### config.mk
export PLATFORM = sky130hd
export DESIGN_NAME = ready_ack_flags
export DESIGN_NICKNAME = d
export VERILOG_FILES = /design/src/logic/flag_pkg.sv /design/src/logic/ready_ack_flags.sv
export VERILOG_INCLUDE_DIRS = /design/src /design/src/logic
export SDC_FILE = /design/constraint.sdc
export NUM_CORES = 1
export LEC_CHECK = 0
export BUFFER_PORTS_ARGS = -buffer_cell sky130_fd_sc_hd__buf_2
export CORE_UTILIZATION = 50
export DETAILED_ROUTE_END_ITERATION = 12
export GPL_TIMING_DRIVEN = 0
export PLACE_DENSITY = 0.95
export SETUP_SLACK_MARGIN = 0.4
export SYNTH_ARGS = -nofsm -noshare
export SYNTH_HDL_FRONTEND = slang
export SYNTH_SLANG_ARGS = --single-unit
### constraint.sdc
create_clock -name pclk -period 3.6 [get_ports pclk]
set_clock_uncertainty 0.2 [all_clocks]
set_input_delay 0.18 -clock pclk [delete_from_list [all_inputs] [get_ports pclk]]
set_output_delay 0.18 -clock pclk [all_outputs]
set_load 0.05 [all_outputs]
### src/logic/flag_defines.svh
`ifndef FLAG_DEFINES_SVH
`define FLAG_DEFINES_SVH

// register byte offsets
`define OFS_STATUS 12'h000
`define OFS_MASK 12'h004
`define OFS_CONTROL 12'h008
`define OFS_SOURCE 12'h00C
`define OFS_PRESCALE 12'h010

// status bit positions
`define BIT_NO_ACK_FLAG 1
`define BIT_ACCESS_READY_FLAG 2

// control bit positions
`define BIT_RUN 0
`define BIT_REPEAT 1
`define BIT_STOP 2
`define BIT_START 3
`define BIT_FREE 4
`define BIT_MASTER 5

// interrupt source codes
`define SRC_NONE 3'h0
`define SRC_NO_ACK_FLAG 3'h2
`define SRC_ACCESS_READY_FLAG 3'h3

// reset values
`define RST_PRESCALE 8'h00

`endif

### src/logic/flag_pkg.sv
package flag_pkg;
  typedef enum logic [1:0] {
    PULSE_IDLE = 2'b00,
    PULSE_HIGH = 2'b01
  } pulse_e;
endpackage : flag_pkg

### src/logic/ready_ack_flags.sv
// Contract
// - access-ready flag at status bit two
// - clear ready when current registers used
// - write one clears ready, zero keeps
// - non-repeat, no stop: set at count zero
// - non-repeat with stop: stop, no set
// - repeat mode: set per transmitted word
// - start, stop, data write clear ready
// - early data write: set then clear
// - set after address ack or start
// - no-ack flag at status bit one
// - ack from receiver clears no-ack
// - write one clears no-ack flag
// - source read with no-ack code clears
// - module or device reset clears both
// - ready flag polled and interrupts
// - no-ack received sets no-ack flag
// - general call reports no-ack anyway
`timescale 1ns/1ps
`include "flag_defines.svh"

module ready_ack_flags
  import flag_pkg::*;
#(
  parameter int PRESCALE_W = 8
) (
  // clock and reset
  input wire logic pclk,
  input wire logic presetn,
  // apb slave
  input wire logic psel,
  input wire logic penable,
  input wire logic pwrite,
  input wire logic [11:0] paddr,
  input wire logic [31:0] pwdata,
  output logic [31:0] prdata,
  output logic pready,
  output logic pslverr,
  // bus-side events from the shift engine, pclk domain
  input wire logic count_zero,
  input wire logic word_done,
  input wire logic addr_ack_done,
  input wire logic start_done,
  input wire logic ack_seen,
  input wire logic no_ack_flag_seen,
  input wire logic general_call,
  input wire logic data_loaded,
  // controls to the shift engine
  output logic stop_gen,
  output logic data_write,
  output logic module_run,
  output logic repeat_mode,
  output logic free_format,
  output logic master_mode,
  // interrupt
  output logic irq
);

  // ---------------------------------------------------------------
  // bus decode
  // ---------------------------------------------------------------
  logic access;
  logic wr;
  logic rd;
  logic [31:0] wdat;
  logic [31:0] status_q;
  logic [31:0] mask_q;
  logic [5:0] control_q;
  logic [PRESCALE_W-1:0] prescale_q;
  logic [PRESCALE_W-1:0] pre_cnt_q;
  logic tick;
  logic [2:0] source;
  logic access_ready_flag_q;
  logic no_ack_flag_q;
  logic pend_q;
  pulse_e pulse_q;

  // per-register strobes, decoded once and shared below
  logic wr_status;
  logic wr_mask;
  logic wr_control;
  logic wr_prescale;
  logic rd_source;
  logic read_setup;

  assign access = psel & penable;
  assign wr = access & pwrite;
  assign rd = access & ~pwrite;
  assign wdat = pwdata;
  // zero wait states: every register answers at once
  assign pready = 1'b1;
  // read data fetched in setup so it stands through access
  assign read_setup = psel & ~penable & ~pwrite;

  function automatic logic hit(input logic [11:0] a, input logic [11:0] ofs);
    hit = (a == ofs);
  endfunction : hit

  // true for the five implemented word addresses
  function automatic logic mapped(input logic [11:0] a);
    mapped = hit(a, `OFS_STATUS) | hit(a, `OFS_MASK) | hit(a, `OFS_CONTROL) |
      hit(a, `OFS_SOURCE) | hit(a, `OFS_PRESCALE);
  endfunction : mapped

  // status and mask share one layout
  function automatic logic [31:0] pack_flags(input logic ready, input logic no_ack_flag);
    pack_flags = 32'h0000_0000;
    pack_flags[`BIT_ACCESS_READY_FLAG] = ready;
    pack_flags[`BIT_NO_ACK_FLAG] = no_ack_flag;
  endfunction : pack_flags

  // unmapped accesses are refused and change nothing
  assign pslverr = access & ~mapped(paddr);
  assign wr_status = wr & hit(paddr, `OFS_STATUS);
  assign wr_mask = wr & hit(paddr, `OFS_MASK);
  assign wr_control = wr & hit(paddr, `OFS_CONTROL);
  assign wr_prescale = wr & hit(paddr, `OFS_PRESCALE);
  assign rd_source = rd & hit(paddr, `OFS_SOURCE);

  // ---------------------------------------------------------------
  // control and configuration
  // ---------------------------------------------------------------
  always_ff @(posedge pclk or negedge presetn) begin
    if (!presetn) begin
      control_q <= 6'h00;
    end else if (wr_control) begin
      control_q <= wdat[5:0];
    end else if (tick && control_q[`BIT_START]) begin
      // start request self-clears once taken
      control_q[`BIT_START] <= 1'b0;
    end
  end

  always_ff @(posedge pclk or negedge presetn) begin
    if (!presetn) begin
      mask_q <= 32'h0000_0000;
    end else if (wr_mask) begin
      mask_q <= pack_flags(wdat[`BIT_ACCESS_READY_FLAG], wdat[`BIT_NO_ACK_FLAG]);
    end
  end

  always_ff @(posedge pclk or negedge presetn) begin
    if (!presetn) begin
      prescale_q <= PRESCALE_W'(`RST_PRESCALE);
    end else if (wr_prescale) begin
      prescale_q <= wdat[PRESCALE_W-1:0];
    end
  end

  assign module_run = control_q[`BIT_RUN];
  assign repeat_mode = control_q[`BIT_REPEAT];
  assign free_format = control_q[`BIT_FREE];
  assign master_mode = control_q[`BIT_MASTER];

  // ---------------------------------------------------------------
  // prescaled module clock enable
  // ---------------------------------------------------------------
  always_ff @(posedge pclk or negedge presetn) begin
    if (!presetn) begin
      pre_cnt_q <= '0;
    end else if (!module_run || pre_cnt_q == prescale_q) begin
      pre_cnt_q <= '0;
    end else begin
      pre_cnt_q <= pre_cnt_q + 1'b1;
    end
  end
  assign tick = module_run & (pre_cnt_q == prescale_q);

  // ---------------------------------------------------------------
  // transmit data write strobe and stop generation
  // ---------------------------------------------------------------
  logic start_wr;
  logic stop_wr;
  assign data_write = data_loaded;
  assign start_wr = wr_control & wdat[`BIT_START];
  assign stop_wr = wr_control & wdat[`BIT_STOP];

  assign stop_gen = tick & master_mode & ~repeat_mode & control_q[`BIT_STOP] & count_zero;

  // ---------------------------------------------------------------
  // access-ready flag
  // ---------------------------------------------------------------
  logic access_ready_flag_set;
  logic access_ready_flag_clr;
  logic early_write;
  logic set_count;
  logic set_word;
  logic set_addr;
  logic set_start;
  logic clr_sw;
  logic clr_engine;
  logic early_take;
  logic early_drop;

  // count reaches zero
  // a pending stop request suppresses the flag, see stop_gen
  assign set_count = ~repeat_mode & ~control_q[`BIT_STOP] & count_zero;
  assign set_word = repeat_mode & word_done;
  // address ack or start
  // free format has no address phase, so start is the marker
  assign set_addr = ~free_format & addr_ack_done;
  assign set_start = free_format & start_done;
  // bus events only count on the prescaled clock, as master
  assign access_ready_flag_set = tick & master_mode & (set_count | set_word | set_addr | set_start);

  assign early_write = master_mode & data_loaded & ~access_ready_flag_q & ~access_ready_flag_set;
  // pending write becomes a flag lasting one tick period
  assign early_take = (pulse_q == PULSE_IDLE) & pend_q & tick;
  assign early_drop = (pulse_q == PULSE_HIGH) & tick;

  assign clr_sw = wr_status & wdat[`BIT_ACCESS_READY_FLAG];
  assign clr_engine = master_mode & (start_wr | stop_wr | data_loaded);
  assign access_ready_flag_clr = clr_sw | clr_engine;

  always_ff @(posedge pclk or negedge presetn) begin
    if (!presetn) begin
      pulse_q <= PULSE_IDLE;
      pend_q <= 1'b0;
    end else if (!module_run) begin
      pulse_q <= PULSE_IDLE;
      pend_q <= 1'b0;
    end else begin
      if (early_write) begin
        pend_q <= 1'b1;
      end else if (tick) begin
        pend_q <= 1'b0;
      end
      case (pulse_q)
        PULSE_IDLE: begin
          if (pend_q && tick) begin
            pulse_q <= PULSE_HIGH;
          end
        end
        PULSE_HIGH: begin
          if (tick) begin
            pulse_q <= PULSE_IDLE;
          end
        end
        default: pulse_q <= PULSE_IDLE;
      endcase
    end
  end

  always_ff @(posedge pclk or negedge presetn) begin
    if (!presetn) begin
      access_ready_flag_q <= 1'b0;
    end else if (!module_run) begin
      access_ready_flag_q <= 1'b0;
    end else if (access_ready_flag_set || early_take) begin
      // set wins over a clear in the same cycle
      access_ready_flag_q <= 1'b1;
    end else if (access_ready_flag_clr || early_drop) begin
      access_ready_flag_q <= 1'b0;
    end
  end

  // ---------------------------------------------------------------
  // no-acknowledge flag
  // ---------------------------------------------------------------
  logic no_ack_flag_set;
  logic no_ack_flag_clr;
  logic no_ack_flag_wr_clr;
  logic no_ack_flag_src_clr;
  logic ack_clr;
  assign no_ack_flag_set = no_ack_flag_seen | (general_call & ack_seen);
  assign no_ack_flag_wr_clr = wr_status & wdat[`BIT_NO_ACK_FLAG];
  // source read clears
  // a masked flag never shows its code, so its read leaves it set
  assign no_ack_flag_src_clr = rd_source & (source == `SRC_NO_ACK_FLAG);
  assign no_ack_flag_clr = no_ack_flag_wr_clr | no_ack_flag_src_clr;
  // a general call ack must not undo the forced no-ack
  assign ack_clr = ack_seen & ~general_call;

  always_ff @(posedge pclk or negedge presetn) begin
    if (!presetn) begin
      no_ack_flag_q <= 1'b0;
    end else if (!module_run) begin
      no_ack_flag_q <= 1'b0;
    end else if (no_ack_flag_set) begin
      no_ack_flag_q <= 1'b1;
    end else if (no_ack_flag_clr || ack_clr) begin
      no_ack_flag_q <= 1'b0;
    end
  end

  // ---------------------------------------------------------------
  // status, source, interrupt, read data
  // ---------------------------------------------------------------
  logic irq_ready;
  logic irq_no_ack_flag;
  logic [31:0] rd_mux;

  assign status_q = pack_flags(access_ready_flag_q, no_ack_flag_q);

  assign irq_ready = access_ready_flag_q & mask_q[`BIT_ACCESS_READY_FLAG];
  assign irq_no_ack_flag = no_ack_flag_q & mask_q[`BIT_NO_ACK_FLAG];
  assign irq = irq_ready | irq_no_ack_flag;

  // no-ack has priority so a source read clears it first
  always_comb begin
    if (irq_no_ack_flag) begin
      source = `SRC_NO_ACK_FLAG;
    end else if (irq_ready) begin
      source = `SRC_ACCESS_READY_FLAG;
    end else begin
      source = `SRC_NONE;
    end
  end

  always_comb begin
    case (paddr)
      `OFS_STATUS: rd_mux = status_q;
      `OFS_MASK: rd_mux = mask_q;
      `OFS_CONTROL: rd_mux = {26'h0, control_q};
      `OFS_SOURCE: rd_mux = {29'h0, source};
      `OFS_PRESCALE: rd_mux = {{(32-PRESCALE_W){1'b0}}, prescale_q};
      default: rd_mux = 32'h0000_0000;
    endcase
  end

  // status, mask, control and prescale reads are side-effect free
  // only the access-phase source read has a side effect
  always_ff @(posedge pclk or negedge presetn) begin
    if (!presetn) begin
      prdata <= 32'h0000_0000;
    end else if (read_setup) begin
      prdata <= rd_mux;
    end
  end

endmodule : ready_ack_flags

# --- After elaboration in Yosys (flattened, before gate mapping) ---
# Cells that the tools add are included.
op_classes:
  add_sub_neg: 1
  n_eq_ne: 12
  n_mux: 19
  bitwise: 60
  reduce_logical: 11
ops:
  columns: ["cell", "n"]
  rows:
  - ["$pmux W8 S5", 1]
  - ["$and A1 B1 Y1", 38]
  - ["$eq A12 B4 Y1 const B", 2]
  - ["$or A1 B1 Y1", 13]
  - ["$eq A12 B3 Y1 const B", 1]
  - ["$eq A12 B5 Y1 const B", 1]
  - ["$logic_not A12 Y1", 1]
  - ["$mux W1", 11]
  - ["$mux W2", 5]
  - ["$ne A3 B1 Y1 const B", 3]
  - ["$not A1 Y1", 9]
  - ["$add A8 B1 Y8 const B", 1]
  - ["$eq A8 B8 Y1", 1]
  - ["$mux W8", 1]
  - ["$logic_or A1 B1 Y1", 4]
  - ["$pmux W2 S2", 1]
  - ["$eq A3 B2 Y1 const B", 1]
  - ["$ne A3 B2 Y1 const B", 1]
  - ["$ne A3 B3 Y1 const B", 1]
  - ["$eq A2 B1 Y1 const B", 1]
  - ["$logic_and A1 B1 Y1", 2]
  - ["$logic_not A2 Y1", 1]
  - ["$reduce_and A2 Y1", 1]
  - ["$reduce_bool A2 Y1", 1]
  - ["$logic_not A1 Y1", 1]
totals:
  regBits: 61
  in_bits: 57
  out_inout_bits: 41
  word_cells: 113

# --- Depth between registers and ports, before layout ---
# Gate-level depths: netlist of run 1.
logic_depth:
  word_depth: 12
  mapped_depth: 7
  ltp_nobuf: 5

# --- Least setup slack after synthesis of run 1 ---
# No wires, ideal clock.
synth_timing:
  path_type: "input port to flip-flop"
  start: "in paddr[9]"
  end: "reg prescale_q[0]"
  setup_time_ns: 0.125
  arrival_time_ns: 1.884
  t_required_ns: 3.275
  slack_ns: 1.392
  cell_stages: 4
  path_buffers: 0
  path_cell_list: "or4_4 -> or4_4 -> nor4_4 -> mux2_2"
synth_via:
  elab_chain_len: 2
synth_lines:
  columns: ["element", "line_no", "rtl"]
  rows:
  - ["start, declared", "ready_ack_flags.sv:34", "input wire logic [11:0] paddr,"]
  - ["$eq A12 B5 Y1", "ready_ack_flags.sv:96", "hit = (a == ofs);"]
  - ["$and A1 B1 Y1", "ready_ack_flags.sv:117", "assign wr_prescale = wr & hit(paddr, `OFS_PRESCALE);"]
  - ["end signal, assigned", "ready_ack_flags.sv:144", "prescale_q <= PRESCALE_W'(`RST_PRESCALE);"]
  - ["end signal, assigned", "ready_ack_flags.sv:146", "prescale_q <= wdat[PRESCALE_W-1:0];"]
  - ["end, declared", "ready_ack_flags.sv:69", "logic [PRESCALE_W-1:0] prescale_q;"]
# No other way between the ends.
# A chain may end at the register's enable or synchronous reset.

# --- Worst setup path after layout of run 1 ---
layout_timing:
  start: "reg pre_cnt_q[0]"
  end: "out stop_gen"
layout_via:
  elab_chain_len: 6
layout_lines:
  columns: ["element", "line_no", "rtl"]
  rows:
  - ["start, declared", "ready_ack_flags.sv:70", "logic [PRESCALE_W-1:0] pre_cnt_q;"]
  - ["start signal, assigned", "ready_ack_flags.sv:164", "pre_cnt_q <= pre_cnt_q + 1'b1;"]
  - ["$eq A8 B8 Y1", "ready_ack_flags.sv:167", "assign tick = module_run & (pre_cnt_q == prescale_q);"]
  - ["$and A1 B1 Y1", "ready_ack_flags.sv:167", null]
  - ["$and A1 B1 Y1 (4 in a row)", "ready_ack_flags.sv:178", "assign stop_gen = tick & master_mode & ~repeat_mode & control_q[`BIT_STOP] & count_zero;"]
  - ["end, declared", "ready_ack_flags.sv:49", "output logic stop_gen,"]
# No other way between the ends.

==> results, run 1 <==
- The multiplexer share of the synthesized area is 9.496%.
- The flow ran to the end, and the final reports show no timing, DRC or antenna violations.
- After clock tree synthesis, the clock-pin slew on the worst setup and hold paths is ~70 ps.
- The longest clock path from root to sink contains 2 buffers.
- The buffers inserted during post-CTS setup optimization is 0.
- The weighted congestion reported at the end of routability-driven placement is approximately 0.97.
- The maximum number of pins on one net before global-route repair is 37.
- Leaving out fill and tap cells, the most frequent cell in the layout is sky130_fd_sc_hd__buf_2.
- The min-delay analysis places its worst path in the category input port to flop.
- Registers take 900.9 sq um.
- The critical path endpoint is stop_gen.
- After Yosys synthesis, full adders, half adders and majority gates account for less than 1% of the synthesized area.
- The clock sink count is 36.
- The first element of the critical path is pre_cnt_q[0]$_DFF_PN0_.
- The growth of design area from synthesis to finish is 26.88%.
- Summing over every cut layer, the via total after detailed routing is 1845.
- The initialized floorplan defines 23 standard-cell rows.
- The portion of the clock cycle consumed by the worst path in the final layout is between 60% and 70%.
- For the pin with the worst max-slew slack, the measured transition is 777.6 ps.
- The total half-perimeter wirelength after legalization and detailed placement is between 3000 and 4000 microns.
- Cells with a size suffix above 1 make up 35.31% of the layout.
- The fraction of the yosys area taken by sequential cells is 42.73%.
- Walking the worst path, the cells encountered are xor2_1 -> nor4_1 -> nand3_1 -> nor2_1 -> buf_2.
- Summed over all layers, the routed wires come to 4825 microns.
- The overall power of the completed layout is about 0.84 mW.
- At the worst endpoint, the required time is about 3200 ps.
- The number of enable flip-flop cells after synthesis is 0.
- The total negative slack is 0 ps.
- Together, buffers and inverters on the worst path number 1.
- For the worst setup path, the data arrival time is 2030 ps.
- The type of the worst setup path is flop to primary output.
- In the routed layout, each cell is associated on average with a via count of 5.227.
- Hold is met by ~25 ps.
- The via count of the first global-routing pass is roughly 1700.
- The relative slew slack is about half.
- The instance count on the critical path is 5.
- In the final layout, the multi-input gates occupy 1059 sq um.
- Across the VDD grid, the largest voltage drop is between 150 and 200 uV.
- The slowest cell on the critical path is sky130_fd_sc_hd__nor4_1.
- In this run the count of I/O pins placed on the die edge is a little under 100.
- For this run, the top clock speed supported by timing is 0.4145 GHz.
- The horizontal extent of the die is between 60 and 70 microns.
- The number of optimization iterations in the first detailed-route pass is 4.
- The layout net count is 360.
- The share of synthesized area in the top cell type comes to a little over two fifths.
- The average routed wire per standard cell is ~14 microns.
- Setup violations remaining at the end of the flow were counted as 0.
- The hold violation total from the final report came to 0.
- sky130_fd_sc_hd__dfrtp_1 takes more of the synthesized area than any other cell.
- Counting cells, the worst reg-to-reg path comes to 5.
- The detailed router finished its first iteration with between 100 and 150 violations.
- Summing the areas of all compound-gate instances in the mapped netlist gives 9.139% of the synthesized area.
- Averaged over all synthesized cells, the footprint is 9.761 sq um.
- The static leakage power is between 1 and 1.5 nW.
- STA classifies the critical path startpoint as a flop.
- The CTS tree is built.
- The count of buffers added on input and output ports is 47.
- The synthesized netlist devotes under 10% of its cell area to XOR and XNOR gates.
- The max-slew violation count is 0.
- Sorting the synthesized cells by area gives the leading types as sky130_fd_sc_hd__dfrtp_1 (43%), sky130_fd_sc_hd__buf_4 (9.3%), sky130_fd_sc_hd__mux2_2 (8.5%), sky130_fd_sc_hd__xor2_1 (5.4%), sky130_fd_sc_hd__nand2_1 (3.9%).
- The setup check on the worst reg-to-reg path leaves a slack of 1630 ps.
- The vertical extent of the die is 66.94 microns.
- The area fraction in and, or, nand and nor cells after synthesis is between 20% and 30%.
- Setup repair after global routing left no endpoint under its margin.
- The overflow left after global routing is 0.
- The initial antenna violation count is 0.
- Of all flip-flops after synthesis, the portion carrying an async set or reset was between 90% and 100%.
- The leading register cell type out of synthesis is sky130_fd_sc_hd__dfrtp_1.
- The number of flip-flops and latches in the synthesized netlist is 36.
- The remaining number of nets flagged by the antenna check after routing is 0.
- Fill cells in the final layout number 310.
- The maximum level of the CTS H-tree is 2.
- Of all nets on the critical path, the largest fanout is 6.
- In the layout the commonest cells are sky130_fd_sc_hd__buf_2 (49), sky130_fd_sc_hd__dfrtp_1 (36), sky130_fd_sc_hd__buf_4 (26).
- The category of the worst setup path capture point is a primary output.
- Yosys printed 0 warnings.
- Once the floorplan was initialized, standard cells occupied a little over half of the core.
- The max-capacitance violation count is 0.
- The global-route usage over all layers is around a quarter.
- The top cell family by delay on the critical path is simple AND/OR/NAND/NOR gates.
- The die covers 4480 sq um.
- The netlist uses 39 different library cells.
- The minimum clock period after layout is between 2000 and 2500 ps.
- The tree is rooted in a sky130_fd_sc_hd__clkbuf_8.
- For this run, the slowest stage of the critical path takes 460 ps.
- 0 antenna diodes ended up in the layout.
- Clock tree synthesis inserted a total of 5 buffers.
- The core region is between 4000 and 5000 sq um.
- The cell area that synthesis handed to floorplanning was approximately 2100 sq um.
- The global-route wire length before repair is approximately 7800 microns.
- The DRC violation count after routing is 0.
- The worst register-to-register path ends at pend_q$_DFFE_PN0P_.
- Synthesis produced 216 cells.
- The cell area power density is ~320 nW/um^2.
- The clock reaches the later pin of the worst-skew pair after 290 ps.
- The startpoint of the most critical register-to-register path is pre_cnt_q[0]$_DFF_PN0_.
- After synthesis, the largest family of logic cells by area is simple AND/OR/NAND/NOR gates.
[cells by family (layout without fill, tap and decap cells)]
kind of cell               after synthesis  in the layout
AOI/OAI and AO/OA                       32             32
xor gates and xnor gates                14             14
adders and majority gates                1              1
buffers and inverters                   36            100
DFF                                     36             36
muxes                                   18             18
other                                    2             25
and+or+nand+nor                         77             77
[routing by layer]
metal | share of wire (%) | global-route usage [%]
met4 | 3.6 | 13.30
met3 | 7.9 | 5.479
met1 | 40 | 27.16
met5 | 0 | 0
met2 | 49 | 40.03
[through the flow]
stage | cell area, sq um | utilization (%) | worst slack [ps] | std cells
after floorplan | 2195 | - | 1392 | 239
after global placement | 2492 | 61.86 | 1105 | 336
after detailed placement | 2492 | 61.86 | 1075 | 336
after CTS | 2675 | 66.40 | 1201 | 353
after global routing | 2675 | 66.40 | 1021 | 353
final | 2675 | 66.40 | 1188 | 353
[cell usage after synthesis, types with 2 or more instances]
cell type                  number
sky130_fd_sc_hd__dfrtp_1       36
sky130_fd_sc_hd__buf_4         26
sky130_fd_sc_hd__nand2_1       22
sky130_fd_sc_hd__mux2_2        16
sky130_fd_sc_hd__nor2_1        13
sky130_fd_sc_hd__o21ai_0       13
sky130_fd_sc_hd__xor2_1        13
sky130_fd_sc_hd__nand3_1       12
sky130_fd_sc_hd__and3_1         6
sky130_fd_sc_hd__a21oi_1        5
sky130_fd_sc_hd__a22oi_1        4
sky130_fd_sc_hd__clkbuf_1       4
sky130_fd_sc_hd__inv_1          4
sky130_fd_sc_hd__a31oi_1        3
sky130_fd_sc_hd__nor3b_1        3
sky130_fd_sc_hd__and2_1         2
sky130_fd_sc_hd__buf_2          2
sky130_fd_sc_hd__conb_1         2
sky130_fd_sc_hd__mux2i_1        2
sky130_fd_sc_hd__nand4b_1       2
sky130_fd_sc_hd__nor2b_1        2
sky130_fd_sc_hd__nor3_1         2
sky130_fd_sc_hd__nor4_1         2
sky130_fd_sc_hd__nor4_2         2
sky130_fd_sc_hd__o22ai_1        2
sky130_fd_sc_hd__or3b_2         2
sky130_fd_sc_hd__or4_4          2
[worst register-to-register path: stages (launching register included)]
cell and delay (ps):
sky130_fd_sc_hd__dfrtp_1 450, sky130_fd_sc_hd__xor2_1 190, sky130_fd_sc_hd__nor4_1 460, sky130_fd_sc_hd__nand2_1 140
sky130_fd_sc_hd__nand2_1 280, sky130_fd_sc_hd__o22ai_1 120
[area by class of cell]
class	count	share of cell area, %
multi-input combinational	167	39.57
sequential	36	33.68
timing repair buffer	56	12.16
buffer	32	8.232
clock buffer	6	3.087
tap	50	2.339
inverter	4	0.5613
clock inverter	2	0.3742
[flip-flops by register name (all words and copies together) (netlist names)]
register	cells
prdata	8
pre_cnt_q	8
prescale_q	8
control_q	6
mask_q	2
access_ready_flag_q	1
no_ack_flag_q	1
pend_q	1
pulse_q	1
[report_power, final]
group	leakage (nW)	total, mW	switching [mW]	internal, mW
registers	0.503	0.405	0.000260	0.404
logic	0.860	0.143	0.0975	0.0451
clock network	0.0510	0.296	0.144	0.153
[worst min path at each step]
| stage | startpoint | end | slack, ps | cells past startpoint |
|---|---|---|---|---|
| 2_1_floorplan | presetn | access_ready_flag_q$_DFFE_PN0P_ | -320 | 0 |
| 3_3_place_gp | presetn | no_ack_flag_q$_DFFE_PN0P_ | 80 | 1 |
| 3_5_place_dp | presetn | no_ack_flag_q$_DFFE_PN0P_ | 110 | 1 |
| 4_1_cts | no_ack_flag_seen | no_ack_flag_q$_DFFE_PN0P_ | 6 | 3 |
| 5_1_grt | pwdata[2] | control_q[2]$_DFFE_PN0N_ | 40 | 2 |
| 6_report | pwdata[2] | control_q[2]$_DFFE_PN0N_ | 30 | 2 |
[what timing repair did]
item                       4_1_cts  5_1_grt
setup endpoints to repair        0        0
hold buffers                     9        0
gates resized for setup          0        0
hold endpoints to repair        50        0
Note: power is estimated with default switching activity, not from simulation.
==> run 2, diff against run 1 <==
CORE_UTILIZATION = 47   (was 50)
PLACE_DENSITY = 0.91   (was 0.95)
clock period = 2.4 ns   (was 3.6 ns; I/O delays follow)
==> run 2 against run 1 <==
Net effect: hold slack better by 34 ps; final area increased by 7.5%; clock power is 79% higher; via count up 2.4%; total power rose by 62%; combinational power up 57%; flip-flop and latch count did not move.
==> results, run 2 (synthesized netlist as in run 1, its figures left out) <==
- Setup violations remaining at the end of the flow were counted as 0.
- Timing analysis after detailed placement gives a worst setup slack of -89.05 ps.
- Setup repair after global routing could not meet its margin everywhere.
- The maximum number of pins on one net before global-route repair is 37.
- Across every metal layer, demand over resource in global routing totals 24.88%.
- STA classifies the critical path endpoint as a primary output.
- The worst hold path belongs to the class input port to flop.
- CTS placed an instance of sky130_fd_sc_hd__clkbuf_8 at the clock tree root.
- Compared with the post-synthesis result, the final layout area differs by 36.38%.
- The number of antenna diodes in the final layout is 0.
- The layout net count is around 370.
- The largest voltage drop on the vdd net is between 300 and 400 uV.
- The run finished with clean final reports.
- The largest fanout of any net on the critical path is 5.
- TritonCTS built the clock tree.
- The post-placement cell count is ~340.
- Headroom to the max-slew limit came out at 48.21%.
- During I/O placement, the number of pins put on the boundary was slightly below 100.
- After detailed routing, the number of remaining DRC violations is 0.
- The vertical extent of the die is between 60 and 70 microns.
- After routing the design area is 2875 sq um.
- The highest achievable clock rate is around 0.47 GHz.
- The library cells used most frequently in the layout, excluding fill and tap cells, are sky130_fd_sc_hd__buf_2 (46), sky130_fd_sc_hd__dfrtp_1 (36), sky130_fd_sc_hd__buf_4 (32).
- The remaining number of nets flagged by the antenna check after routing is 0.
- The hold violation total from the final report is 0.
- Hold is met by a little under 60 ps.
- Port buffering added 47 buffers.
- The library cell used most frequently in the layout, excluding fill and tap cells, is sky130_fd_sc_hd__buf_2.
- The clock-pin slew reported for the worst setup and hold paths after clock tree synthesis is 80 ps.
- Summed over all failing endpoints, the final setup total negative slack is 0 ps.
- The number of placement rows is 23.
- Max-cap violations in this run came to 0.
- The worst setup path is launched from a flop.
- After detailed routing, the average wire length per cell comes to roughly 15 microns.
- The via count of the first global-routing pass is 1787.
- The largest registers in the layout are prdata x8, pre_cnt_q x8, prescale_q x8.
- The analysis attributes to cell leakage a power of around 1.5 nW.
- The die covers 4758 sq um.
- The max-slew violation count is 0.
- The data arrival time of the critical path is approximately 1800 ps.
- The weighted congestion reported at the end of routability-driven placement is around 0.96.
- Once layout is complete, the cells apart from fillers number roughly 360.
- The first detailed-routing pass ran for 4 iterations.
- In this run the deepest clock path goes through 2 buffers.
- Clock tree synthesis inserted a total of 5 buffers.
- The minimum clock period after layout is between 2000 and 2500 ps.
- The total wire length is about 5400 microns.
- The detailed router finished its first iteration with between 150 and 200 violations.
- The area of placed instances is 2495 sq um.
- Data on the critical path is required at its endpoint by about 2100 ps.
- Total power for the finished layout comes to 1.363 mW.
- The cell area power density is roughly 470 nW/um^2.
- Per report_power, the clock group accounts for 39.0% of the total.
- The number of filler cells placed in the layout is just over 300.
- For this run, the share of the core covered by cells in the final layout is 69.38%.
- The combinational power share is ~17%.
- The switching part of the total power is a little over a quarter.
- The first global-routing pass estimated about 8600 microns of wire.
- Sequential cells account for 44.5% of the total power.
- For this block, the via count after detailed routing is between 1500 and 2000.
- The H-tree was split into 2 levels.
- For this configuration, the core starts out at a cell density of between 50 and 60%.
- Detailed placement finished with a half-perimeter wire length of approximately 3500 microns.
- The overflow left after global routing is 0.
- The core region is 4144 sq um.
- The initial antenna violation count is 0.
- The clock sink count is 36.
- After layout, the worst setup slack is 292.1 ps.
- The via density per instance is 5.192.
- For the worst-skew pair, the clock arrives at the later sink with an insertion delay of ~300 ps.
- The horizontal extent of the die is about 69 microns.
- The switching power total is approximately 0.37 mW.
- The internal power summed over all cells is about 0.99 mW.
- In the finished design, the share of the clock period the worst path needs comes to approximately 88%.
- Cells with a size suffix above 1 make up between 30% and 40% of the layout.
- For the pin with the worst max-slew slack, the measured transition is 776.8 ps.
- The type of the worst setup path is flop to primary output.
## run 2: cell types whose count changed in the layout (fill, tap and decap cells not counted), sizes merged
cell         change
buf              +6
dlygate4sd3      +4
bufinv           +1
clkinv           -1
clkinvlp         +1
## run 2: path summary, 6_finish.rpt
kind	start	end	depth (start not counted)	slack (ps)
max reg2reg	prescale_q[6]$_DFFE_PN0P_	pulse_q[0]$_DFFE_PN0P_	6	430
min reg2reg	pulse_q[0]$_DFFE_PN0P_	access_ready_flag_q$_DFFE_PN0P_	1	270
max	pre_cnt_q[2]$_DFF_PN0_	stop_gen	5	290
min	paddr[5]	prdata[6]$_DFFE_PN0P_	4	60
max in group asynchronous	presetn	control_q[3]$_DFFE_PN0P_	2	1270
min in group asynchronous	presetn	prescale_q[5]$_DFFE_PN0P_	2	250
## run 2: power by group through the flow
stage,Clock (mW),Combinational (mW),Sequential (mW)
floorplan,0,0.146,0.619
global placement,0,0.196,0.619
detailed placement,0,0.198,0.619
CTS,0.529,0.219,0.607
global route,0.554,0.241,0.607
finish,0.531,0.225,0.607
## run 2: cell type report
class                      count  area [sq um]  area share (%)
buffer                        32         222.7           7.746
clock buffer                   5         68.82           2.393
clock inverter                 3         42.54           1.480
inverter                       4         15.01          0.5222
multi-input combinational    167          1129           39.25
sequential                    36         900.9           31.33
tap                           50         62.56           2.176
timing repair buffer          67         434.2           15.10
## run 2: what timing repair did
item / in CTS / in global routing
resized for setup: 16 / 5
pin swaps: 8 / 2
setup endpoints to repair: 19 / 28
cloned: 0 / 0
setup buffers: 6 / 1
endpoints found under the hold margin: 54 / 0
hold buffers: 13 / 0
## run 2: metal layers
layer  global-route usage (%)  vias up  share of wire [%]
met3                    6.414       16                7.6
met4                    8.418        0                2.3
met2                    41.50       89                 49
met1                    31.06      886                 41
li1                         -      899                  -
met5                        0        -                  0
## run 2: worst max-delay path, cell delays in order (launching register included)
cell and delay (ps):
sky130_fd_sc_hd__dfrtp_1 440, sky130_fd_sc_hd__xor2_1 170, sky130_fd_sc_hd__nor4_2 370, sky130_fd_sc_hd__nand3_1 180, sky130_fd_sc_hd__nor2_2 160, sky130_fd_sc_hd__buf_6 180
